## src/pkg/mtp_pkg.sv

```systemverilog
// Constants and types shared by the PHY transmit port block.
// Assumes a single 100 MHz core clock domain; all link pins are sampled in it.
`default_nettype none
package mtp_pkg;
	localparam int CORE_PERIOD_NS = 10;
	// Period of the self-made GMII/RGMII transmit clock
	localparam int TXC_PERIOD_NS = 80;
	// Half period in core cycles, rounded down, never below one
	localparam int TXC_HALF_CYC_I = (TXC_PERIOD_NS / (2 * CORE_PERIOD_NS)) < 1 ? 1 :
		(TXC_PERIOD_NS / (2 * CORE_PERIOD_NS));
	localparam logic [2:0] TXC_HALF_LAST = 3'(TXC_HALF_CYC_I - 1);
	// Reference clock counts as lost after this many nanoseconds without an edge
	localparam int REF_WATCH_NS = 640;
	localparam logic [6:0] REF_WATCH_CYC = 7'(REF_WATCH_NS / CORE_PERIOD_NS);
	localparam int FIFO_WIDTH = 10;
	localparam int FIFO_DEPTH = 16;
	localparam int WORD_LAST_BIT = 8;
	localparam int WORD_ERR_BIT = 9;
	// Positions in the synchronised input vector
	localparam int SY_CRS = 0;
	localparam int SY_COL = 1;
	localparam int SY_TXCLK = 2;
	localparam int SY_REF = 3;
	localparam int SY_STRAP = 4;
	localparam int SY_GPIO = 5;
	localparam int SY_WIDTH = 8;
	localparam logic [2:0] GPIO_OE_RST = 3'h0;
	localparam logic [2:0] GPIO_VAL_RST = 3'h0;
	localparam logic PHY_RST_OE_RST = 1'b0;
	localparam logic [7:0] TXD_RST = 8'h00;
	typedef enum logic [1:0] {MTP_MII, MTP_GMII, MTP_RGMII} mtp_mode_t;
	typedef enum logic [1:0] {TX_WAIT, TX_MII_HI, TX_DDR_HI} mtp_tx_state_t;
endpackage : mtp_pkg
`default_nettype wire

```

## src/pkg/mtp_stream_if.sv

```systemverilog
// Byte stream from the transmit FIFO to the PHY port logic.
// Assumes both ends run on the core clock.
`default_nettype none
interface mtp_stream_if;
	logic [9:0] data;
	logic valid;
	logic ready;
	modport src (output data, output valid, input ready);
	modport snk (input data, input valid, output ready);
endinterface : mtp_stream_if
`default_nettype wire

```

## src/verilog/mtp_fifo.sv

```systemverilog
// Transmit word FIFO with valid/ready on both sides.
// Assumes writer and reader share the core clock.
`default_nettype none
module mtp_fifo
	import mtp_pkg::*;
#(
	parameter int WIDTH = FIFO_WIDTH,
	parameter int DEPTH = FIFO_DEPTH
)(
	input wire logic core_clk_in,
	input wire logic rst_in,
	input wire logic [WIDTH-1:0] in_data_in,
	input wire logic in_valid_in,
	output logic in_ready_out,
	mtp_stream_if.src rd
);
	localparam int AW = $clog2(DEPTH);
	logic [WIDTH-1:0] mem [DEPTH];
	logic [AW-1:0] wr_ptr_ff;
	logic [AW-1:0] rd_ptr_ff;
	logic [AW:0] count_ff;
	logic [AW-1:0] nxt_wr_ptr;
	logic [AW-1:0] nxt_rd_ptr;
	logic [AW:0] nxt_count;
	logic push;
	logic pop;

	assign push = in_valid_in && in_ready_out;
	assign pop = rd.valid && rd.ready;
	assign rd.valid = (count_ff != '0);
	assign rd.data = mem[rd_ptr_ff];

	always_comb
	begin
		nxt_wr_ptr = push ? AW'(wr_ptr_ff + 1'b1) : wr_ptr_ff;
		nxt_rd_ptr = pop ? AW'(rd_ptr_ff + 1'b1) : rd_ptr_ff;
		nxt_count = count_ff;
		if (push && !pop)
			nxt_count = (AW+1)'(count_ff + 1'b1);
		else if (pop && !push)
			nxt_count = (AW+1)'(count_ff - 1'b1);
	end

	// Ready is registered, so it looks one word ahead at the next count
	always_ff @(posedge core_clk_in)
	begin
		if (rst_in)
		begin
			wr_ptr_ff <= '0;
			rd_ptr_ff <= '0;
			count_ff <= '0;
			in_ready_out <= 1'b0;
		end
		else
		begin
			wr_ptr_ff <= nxt_wr_ptr;
			rd_ptr_ff <= nxt_rd_ptr;
			count_ff <= nxt_count;
			in_ready_out <= (nxt_count != (AW+1)'(DEPTH));
		end
	end

	always_ff @(posedge core_clk_in)
	begin
		if (push)
			mem[wr_ptr_ff] <= in_data_in;
	end
endmodule : mtp_fifo
`default_nettype wire

```

## src/verilog/mtp_sync.sv

```systemverilog
// Three-stage synchroniser for pins that arrive from outside the core clock.
// A change is accepted once the second and third stages agree.
`default_nettype none
module mtp_sync
	import mtp_pkg::*;
#(
	parameter int WIDTH = 8
)(
	input wire logic core_clk_in,
	input wire logic rst_in,
	input wire logic [WIDTH-1:0] async_in,
	output logic [WIDTH-1:0] sync_out
);
	logic [WIDTH-1:0] s1_ff;
	logic [WIDTH-1:0] s2_ff;
	logic [WIDTH-1:0] s3_ff;
	logic [WIDTH-1:0] nxt_sync;

	genvar i;
	generate
		for (i = 0; i < WIDTH; i++)
		begin : g_bit
			assign nxt_sync[i] = (s2_ff[i] == s3_ff[i]) ? s3_ff[i] : sync_out[i];
		end
	endgenerate

	always_ff @(posedge core_clk_in)
	begin
		if (rst_in)
		begin
			s1_ff <= '0;
			s2_ff <= '0;
			s3_ff <= '0;
			sync_out <= '0;
		end
		else
		begin
			s1_ff <= async_in;
			s2_ff <= s1_ff;
			s3_ff <= s2_ff;
			sync_out <= nxt_sync;
		end
	end
endmodule : mtp_sync
`default_nettype wire

```

## src/verilog/mtp_tx_port.sv

```systemverilog
// Transmit side of the MII/GMII/RGMII PHY port, with PHY reset and GPIO pins.
// Assumes the MAC core feeds bytes on the core clock; all PHY pins are async.
// on the falling edge.
`default_nettype none
module mtp_tx_port
	import mtp_pkg::*;
(
	input wire logic core_clk_in,
	input wire logic rst_in,
	input wire logic [7:0] tx_data_in,
	input wire logic tx_last_in,
	input wire logic tx_err_in,
	input wire logic tx_valid_in,
	output logic tx_ready_out,
	input wire logic rgmii_strap_in,
	input wire logic link_speed_gig_in,
	input wire logic mii_tx_clk_in,
	input wire logic gig_reference_clock_in,
	input wire logic carrier_sense_in,
	input wire logic collision_in,
	output logic [7:0] txd_out,
	output logic tx_en_out,
	output logic tx_er_out,
	output logic gtx_clk_out,
	output logic rgmii_txc_out,
	output logic carrier_sense_out,
	output logic collision_out,
	output logic ref_clock_ok_out,
	output logic [1:0] mode_out,
	output logic tx_busy_out,
	input wire logic phy_reset_enable_in,
	input wire logic phy_reset_level_in,
	output logic phy_reset_out,
	output logic phy_reset_oe_out,
	input wire logic [2:0] gpio_dir_out_in,
	input wire logic [2:0] gpio_value_in,
	input wire logic phy_power_down_pin_in,
	output logic phy_power_down_pin_out,
	output logic phy_power_down_pin_oe_out,
	input wire logic [1:0] aux_gpio_pin_in,
	output logic [1:0] aux_gpio_pin_out,
	output logic [1:0] aux_gpio_pin_oe_out,
	output logic [2:0] gpio_state_out
);
	logic [SY_WIDTH-1:0] sync_vec;
	logic [WORD_LAST_BIT-1:0] pop_byte;
	logic pop_last;
	logic pop_err;

	mtp_stream_if fifo_rd ();

	mtp_fifo #(
		.WIDTH(FIFO_WIDTH),
		.DEPTH(FIFO_DEPTH)
	) u_fifo (
		.core_clk_in(core_clk_in),
		.rst_in(rst_in),
		.in_data_in({tx_err_in, tx_last_in, tx_data_in}),
		.in_valid_in(tx_valid_in),
		.in_ready_out(tx_ready_out),
		.rd(fifo_rd.src)
	);

	mtp_sync #(
		.WIDTH(SY_WIDTH)
	) u_sync (
		.core_clk_in(core_clk_in),
		.rst_in(rst_in),
		.async_in({aux_gpio_pin_in, phy_power_down_pin_in, rgmii_strap_in,
			gig_reference_clock_in, mii_tx_clk_in, collision_in, carrier_sense_in}),
		.sync_out(sync_vec)
	);

	assign pop_byte = fifo_rd.data[WORD_LAST_BIT-1:0];
	assign pop_last = fifo_rd.data[WORD_LAST_BIT];
	assign pop_err = fifo_rd.data[WORD_ERR_BIT];

	// Mode selection
	mtp_mode_t mode_ff;
	mtp_mode_t nxt_mode;
	mtp_mode_t want_mode;

	always_comb
	begin
		if (sync_vec[SY_STRAP])
			want_mode = MTP_RGMII;
		else if (link_speed_gig_in)
			want_mode = MTP_GMII;
		else
			want_mode = MTP_MII;
	end

	// Clock generation and edge finding
	logic txclk_prev_ff;
	logic [2:0] div_cnt_ff;
	logic div_clk_ff;
	logic [2:0] nxt_div_cnt;
	logic nxt_div_clk;
	logic mii_rise;
	logic gen_rise;
	logic gen_fall;
	logic rise_tick;
	logic div_wrap;

	assign div_wrap = (div_cnt_ff == TXC_HALF_LAST);
	assign mii_rise = sync_vec[SY_TXCLK] && !txclk_prev_ff;
	assign gen_rise = (mode_ff != MTP_MII) && div_wrap && !div_clk_ff;
	assign gen_fall = (mode_ff != MTP_MII) && div_wrap && div_clk_ff;
	assign rise_tick = (mode_ff == MTP_MII) ? mii_rise : gen_rise;

	always_comb
	begin
		nxt_div_cnt = div_cnt_ff;
		nxt_div_clk = div_clk_ff;
		if (mode_ff == MTP_MII)
		begin
			nxt_div_cnt = '0;
			nxt_div_clk = 1'b0;
		end
		else if (div_wrap)
		begin
			nxt_div_cnt = '0;
			nxt_div_clk = !div_clk_ff;
		end
		else
		begin
			nxt_div_cnt = 3'(div_cnt_ff + 1'b1);
		end
	end

	// Transmit sequencer
	mtp_tx_state_t st_ff;
	mtp_tx_state_t nxt_st;
	logic [7:0] hold_ff;
	logic hold_err_ff;
	logic hold_last_ff;
	logic in_frame_ff;
	logic [7:0] nxt_hold;
	logic nxt_hold_err;
	logic nxt_hold_last;
	logic nxt_in_frame;
	logic [7:0] nxt_txd;
	logic nxt_en;
	logic nxt_er;
	logic pop;

	assign fifo_rd.ready = pop;

	always_comb
	begin
		nxt_st = st_ff;
		nxt_hold = hold_ff;
		nxt_hold_err = hold_err_ff;
		nxt_hold_last = hold_last_ff;
		nxt_in_frame = in_frame_ff;
		nxt_txd = txd_out;
		nxt_en = tx_en_out;
		nxt_er = tx_er_out;
		nxt_mode = mode_ff;
		pop = 1'b0;
		case (st_ff)
			TX_WAIT:
			begin
				if (rise_tick && fifo_rd.valid)
				begin
					pop = 1'b1;
					nxt_hold = pop_byte;
					nxt_hold_err = pop_err;
					nxt_hold_last = pop_last;
					nxt_in_frame = 1'b1;
					nxt_en = 1'b1;
					case (mode_ff)
						MTP_GMII:
						begin
							nxt_txd = pop_byte;
							nxt_er = pop_err;
							nxt_in_frame = !pop_last;
						end
						MTP_RGMII:
						begin
							nxt_txd = {4'h0, pop_byte[3:0]};
							nxt_er = 1'b0;
							nxt_st = TX_DDR_HI;
						end
						default:
						begin
							nxt_txd = {4'h0, pop_byte[3:0]};
							nxt_er = pop_err;
							nxt_st = TX_MII_HI;
						end
					endcase
				end
				else if (rise_tick && in_frame_ff)
				begin
					// Underrun inside a frame: flag a coding error rather than end it early
					nxt_en = 1'b1;
					nxt_txd = TXD_RST;
					if (mode_ff == MTP_RGMII)
					begin
						nxt_er = 1'b0;
						nxt_hold = 8'h00;
						nxt_hold_err = 1'b1;
						nxt_hold_last = 1'b0;
						nxt_st = TX_DDR_HI;
					end
					else
					begin
						nxt_er = 1'b1;
					end
				end
				else if (rise_tick)
				begin
					nxt_en = 1'b0;
					nxt_er = 1'b0;
					nxt_txd = TXD_RST;
				end
				else if (!in_frame_ff)
				begin
					// Mode only moves between frames, never mid-byte
					nxt_mode = want_mode;
				end
			end
			TX_MII_HI:
			begin
				if (mii_rise)
				begin
					nxt_txd = {4'h0, hold_ff[7:4]};
					nxt_en = 1'b1;
					nxt_er = hold_err_ff;
					nxt_in_frame = !hold_last_ff;
					nxt_st = TX_WAIT;
				end
			end
			TX_DDR_HI:
			begin
				if (gen_fall)
				begin
					nxt_txd = {4'h0, hold_ff[7:4]};
					nxt_en = 1'b1 ^ hold_err_ff;
					nxt_er = 1'b0;
					nxt_in_frame = !hold_last_ff;
					nxt_st = TX_WAIT;
				end
			end
			default:
			begin
				nxt_st = TX_WAIT;
			end
		endcase
	end

	// Reference clock watch
	logic ref_prev_ff;
	logic [6:0] ref_cnt_ff;
	logic [6:0] nxt_ref_cnt;

	always_comb
	begin
		// a stopped reference shows as lost
		if (sync_vec[SY_REF] != ref_prev_ff)
			nxt_ref_cnt = '0;
		else if (ref_cnt_ff == REF_WATCH_CYC)
			nxt_ref_cnt = ref_cnt_ff;
		else
			nxt_ref_cnt = 7'(ref_cnt_ff + 1'b1);
	end

	// Side pins
	logic [2:0] gpio_oe_ff;
	logic [2:0] gpio_val_ff;

	assign phy_power_down_pin_out = gpio_val_ff[0];
	assign phy_power_down_pin_oe_out = gpio_oe_ff[0];
	assign aux_gpio_pin_out = gpio_val_ff[2:1];
	assign aux_gpio_pin_oe_out = gpio_oe_ff[2:1];

	always_ff @(posedge core_clk_in)
	begin
		if (rst_in)
		begin
			mode_ff <= MTP_MII;
			txclk_prev_ff <= 1'b0;
			div_cnt_ff <= '0;
			div_clk_ff <= 1'b0;
			gtx_clk_out <= 1'b0;
			rgmii_txc_out <= 1'b0;
			st_ff <= TX_WAIT;
			hold_ff <= 8'h00;
			hold_err_ff <= 1'b0;
			hold_last_ff <= 1'b0;
			in_frame_ff <= 1'b0;
			txd_out <= TXD_RST;
			tx_en_out <= 1'b0;
			tx_er_out <= 1'b0;
			tx_busy_out <= 1'b0;
			mode_out <= 2'h0;
			carrier_sense_out <= 1'b0;
			collision_out <= 1'b0;
			ref_prev_ff <= 1'b0;
			ref_cnt_ff <= REF_WATCH_CYC;
			ref_clock_ok_out <= 1'b0;
			phy_reset_out <= 1'b0;
			phy_reset_oe_out <= PHY_RST_OE_RST;
			gpio_oe_ff <= GPIO_OE_RST;
			gpio_val_ff <= GPIO_VAL_RST;
			gpio_state_out <= 3'h0;
		end
		else
		begin
			mode_ff <= nxt_mode;
			txclk_prev_ff <= sync_vec[SY_TXCLK];
			div_cnt_ff <= nxt_div_cnt;
			div_clk_ff <= nxt_div_clk;
			gtx_clk_out <= (mode_ff == MTP_GMII) && nxt_div_clk;
			rgmii_txc_out <= (mode_ff == MTP_RGMII) && nxt_div_clk;
			st_ff <= nxt_st;
			hold_ff <= nxt_hold;
			hold_err_ff <= nxt_hold_err;
			hold_last_ff <= nxt_hold_last;
			in_frame_ff <= nxt_in_frame;
			txd_out <= nxt_txd;
			tx_en_out <= nxt_en;
			tx_er_out <= nxt_er;
			tx_busy_out <= nxt_in_frame || (nxt_st != TX_WAIT);
			mode_out <= nxt_mode;
			carrier_sense_out <= sync_vec[SY_CRS];
			collision_out <= sync_vec[SY_COL];
			ref_prev_ff <= sync_vec[SY_REF];
			ref_cnt_ff <= nxt_ref_cnt;
			ref_clock_ok_out <= (nxt_ref_cnt != REF_WATCH_CYC);
			phy_reset_out <= phy_reset_level_in;
			phy_reset_oe_out <= phy_reset_enable_in;
			gpio_oe_ff <= gpio_dir_out_in;
			gpio_val_ff <= gpio_value_in;
			gpio_state_out <= sync_vec[SY_GPIO +: 3];
		end
	end
endmodule : mtp_tx_port
`default_nettype wire
```

## config.mk

```make
export PLATFORM = sky130hd
export DESIGN_NAME = mtp_tx_port
export DESIGN_NICKNAME = d
export VERILOG_FILES = /design/src/pkg/mtp_pkg.sv /design/src/pkg/mtp_stream_if.sv /design/src/verilog/mtp_fifo.sv /design/src/verilog/mtp_sync.sv /design/src/verilog/mtp_tx_port.sv
export SDC_FILE = /design/constraint.sdc
export NUM_CORES = 1
export LEC_CHECK = 0
export BUFFER_PORTS_ARGS = -buffer_cell sky130_fd_sc_hd__buf_2
export CAP_MARGIN = 0
export CORE_MARGIN = 2
export CORE_UTILIZATION = 30
export DETAILED_ROUTE_END_ITERATION = 8
export PLACE_DENSITY_LB_ADDON = 0.25
export SLEW_MARGIN = 20
export SYNTH_ARGS = -nofsm -noshare
export SYNTH_HDL_FRONTEND = slang
export SYNTH_SLANG_ARGS = --single-unit
```

## constraint.sdc

```tcl
create_clock -name core_clk_in -period 3.3 [get_ports core_clk_in]
set_input_delay 0.66 -clock core_clk_in [delete_from_list [all_inputs] [get_ports core_clk_in]]
set_output_delay 0.66 -clock core_clk_in [all_outputs]
set_load 0.05 [all_outputs]
```

==> qor.yml <==
status: "completed"
fin_area_um2: 11930
synth_async_sr_flop_share_pct: 0
rsz0062_at_grt: "false"
start_util_pct: 30.26
layout_worst_path_cycle_share_pct: 83.01
pin_count: 60
worst_slack_ns: 0.5607
cts-hold-fix-buffers: 0
multiInputGateArea_um2: 3059
coreArea_um2: 33360
grt_pass1_vias: 5598
worst_pin_slew_ns: 0.7859
path_class: "reg -> reg"
tritoncts: "done"
synth_xor_area_share_pct: 1.648
drtIter0Drc: 385
slowest_stage: "or3b_1"
ir_drop_mv: 0.3826
routed_wl_um: 21430
syn_avg_cell_area_um2: 14.89
path_buf_inv: 1
grt_max_degree: 84
io_buffers: 59
num_vias: 5704
hold_path_class: "in -> reg"
slew_violations: 0
dieHeight_um: 187.4
final_util_pct: 35.74
synth_fp_nets: 727
worst-path-max-fanout: 7
synth_area_um2: 10100
vias_per_cell: 4.634
diodes: 0
p_leak_nw: 4.096
clock_latency_ns: 0.55
arrival_ns: 3.18
cp_cell_sequence: "inv_1 -> ha_1 -> or3b_1 -> nand2_1 -> o21ai_0 -> nor2_1 -> nand4_1 -> o32ai_1"
tns_ns: 0
routedWlPerCell_um: 17.41
first_pass_iters: 4
ctsResizeCount: 0
nNetsFinal: 810
worstPathRequired_ns: 3.74
cts_root_buf: "clkbuf_16"
die_w_um: 187.4
detail-route-antenna-nets: 0
ys_seq_area_share_pct: 67.62
start_kind: "flop"
hpwl_um: 14310
core.rowCount: 67
muxShareOfSynthArea_pct: 11.08
cts_buffer_depth: 3
syn_inst: 678
cap_violations: 0
gp_congestion: 0.7773
cts_sinks: 261
yosysWarningCount: 0
grtUsageTotal_pct: 12.10
crit_family: "simple AND/OR/NAND/NOR gates"
grt_first_pass_wirelength_um: 33260
place_area_um2: 11030
seq_area_um2: 6828
slowest_delay_ns: 0.55
drive_above_1_share_pct: 23.50
setup_viol: 0
synthAdderAreaFrac_pct: 2.355
synth_top_family_by_area: "multiplexers"
antenna_found_initial: 1
period_needed_ns: 2.739
cts_max_level: 1
synth_simple_gate_area_share_pct: 9.159
powerDensity_nw_per_um2: 569.6
drcViolationCount: 0
fillers: 3214
path_clk_slew_ns: 0.06
max-slew-margin-rel_pct: 47.53
area_growth_pct: 18.12
synth-seq-cells: 261
dp_worst_setup_slack_ns: 0.5442
skew_ns: 0.02373
ys.flop_type: "edfxtp_1"
synth.distinct_cells: 52
cts_made_buffers: 28
hold_viol: 0
cp-end-kind: "flop"
overflow: 0
fmax_mhz: 365.1
synth-edff-count: 160
cts_setup_buffers: 0
die_area_um2: 35140
synth_compound_gate_area_share_pct: 5.862
==> Yosys cell counts, types with 11 or more instances <==
cell	count	share of area (%)
edfxtp_1	160	48
nor2_1	47	1.7
a21oi_1	31	1.5
mux2i_1	15	1.5
nor3_1	12	0.59
ha_1	19	2.4
dfxtp_1	101	20
inv_1	19	0.71
mux4_2	40	8.9
nand2_1	32	1.2
o21ai_0	17	0.84
nor2b_1	45	2.8
clkbuf_1	16	0.59
nand3_1	11	0.55
==> sequential cells by signal, indices dropped and copies added (netlist names), 5 cells and up, named ones only <==
signal	flops
u_sync.sync_out	8
txd_out	8
u_sync.s3_ff	8
u_sync.s1_ff	8
u_sync.s2_ff	8
ref_cnt_ff	7
u_fifo.mem	160
u_fifo.count_ff	5
==> layer usage <==
layer | global-route usage [%] | up-vias | share of wire, %
met2 | 19.69 | 142 | 47
met5 | 0 | - | 0
met4 | 3.210 | 0 | 2.5
met1 | 16.63 | 2820 | 46
met3 | 2.308 | 37 | 4.5
li1 | - | 2705 | -
==> layout by cell type (no fill, tap or decap), types with 3 or more instances in the layout <==
master,instances
edfxtp_1,160
dfxtp_1,100
buf_2,59
nor2_1,47
nor2b_1,45
mux4_2,40
nand2_1,32
a21oi_1,31
clkbuf_16,29
buf_4,24
inv_1,19
ha_1,19
o21ai_0,17
mux2i_1,15
nand3_1,11
xnor2_1,10
a22oi_1,9
xor2_1,9
nor3_1,8
a31oi_1,6
nand4_1,5
a2bb2oi_1,5
clkinv_2,5
clkinv_1,5
nand2b_1,4
nor3_2,4
nand3b_1,4
mux2_2,4
o32ai_1,4
or3_1,4
clkbuf_8,4
and3_1,3
a211oi_1,3
a2111oi_0,3
clkbuf_1,3
==> kinds of logic after synthesis <==
kind of cell | Yosys count
xor+xnor | 19
simple gates | 178
buf+inv | 51
flops | 261
compound gates | 90
mux | 60
fa+ha+maj | 19
==> worst paths after layout <==
kind / depth (start not counted) / slack [ns] / start / to
worst max-delay path: 8 / 0.56 / mode_ff[0]$_SDFFE_PP0P_ / txd_out[5]$_SDFFE_PP0P_
worst min register to register: 1 / 0.43 / div_cnt_ff[0]$_SDFF_PP0_ / div_cnt_ff[0]$_SDFF_PP0_
worst max register to register: 8 / 0.56 / mode_ff[0]$_SDFFE_PP0P_ / txd_out[5]$_SDFFE_PP0P_
worst min-delay path: 2 / 0.34 / gpio_value_in[2] / gpio_val_ff[2]$_SDFF_PP0_
==> where the power goes <==
group          total [mW]  switching [mW]  internal [mW]
clock network        2.97            1.27           1.70
logic               0.299           0.195          0.104
registers            3.53          0.0263           3.50
==> worst register-to-register path, cell delays in order (launching register included) <==
cell and delay (ns):
dfxtp_1 0.38, inv_1 0.08, ha_1 0.29, or3b_1 0.56, nand2_1 0.15, o21ai_0 0.19
nor2_1 0.47, nand4_1 0.34, o32ai_1 0.20
==> final cells by class <==
cell class	instances	share of cell area, %
Tap cell	448	4.700
Timing Repair Buffer	85	4.323
Sequential cell	261	57.26
Inverter	19	0.5980
Multi-Input combinational cell	366	25.65
Clock inverter	16	0.8289
Clock buffer	36	6.641
==> stage by stage <==
| step | power, mW | hold WS, ns | std cells |
|---|---|---|---|
| global route | 7.061 | 0.3230 | 1231 |
| finish | 6.793 | 0.3356 | 1231 |
| CTS | 6.888 | 0.3085 | 1231 |
| detailed placement | 3.899 | 0.4215 | 1179 |
| floorplan | 3.795 | 0.4045 | 678 |
| global placement | 3.899 | 0.4184 | 1179 |
No activity file was read; power rests on OpenSTA's default activity.
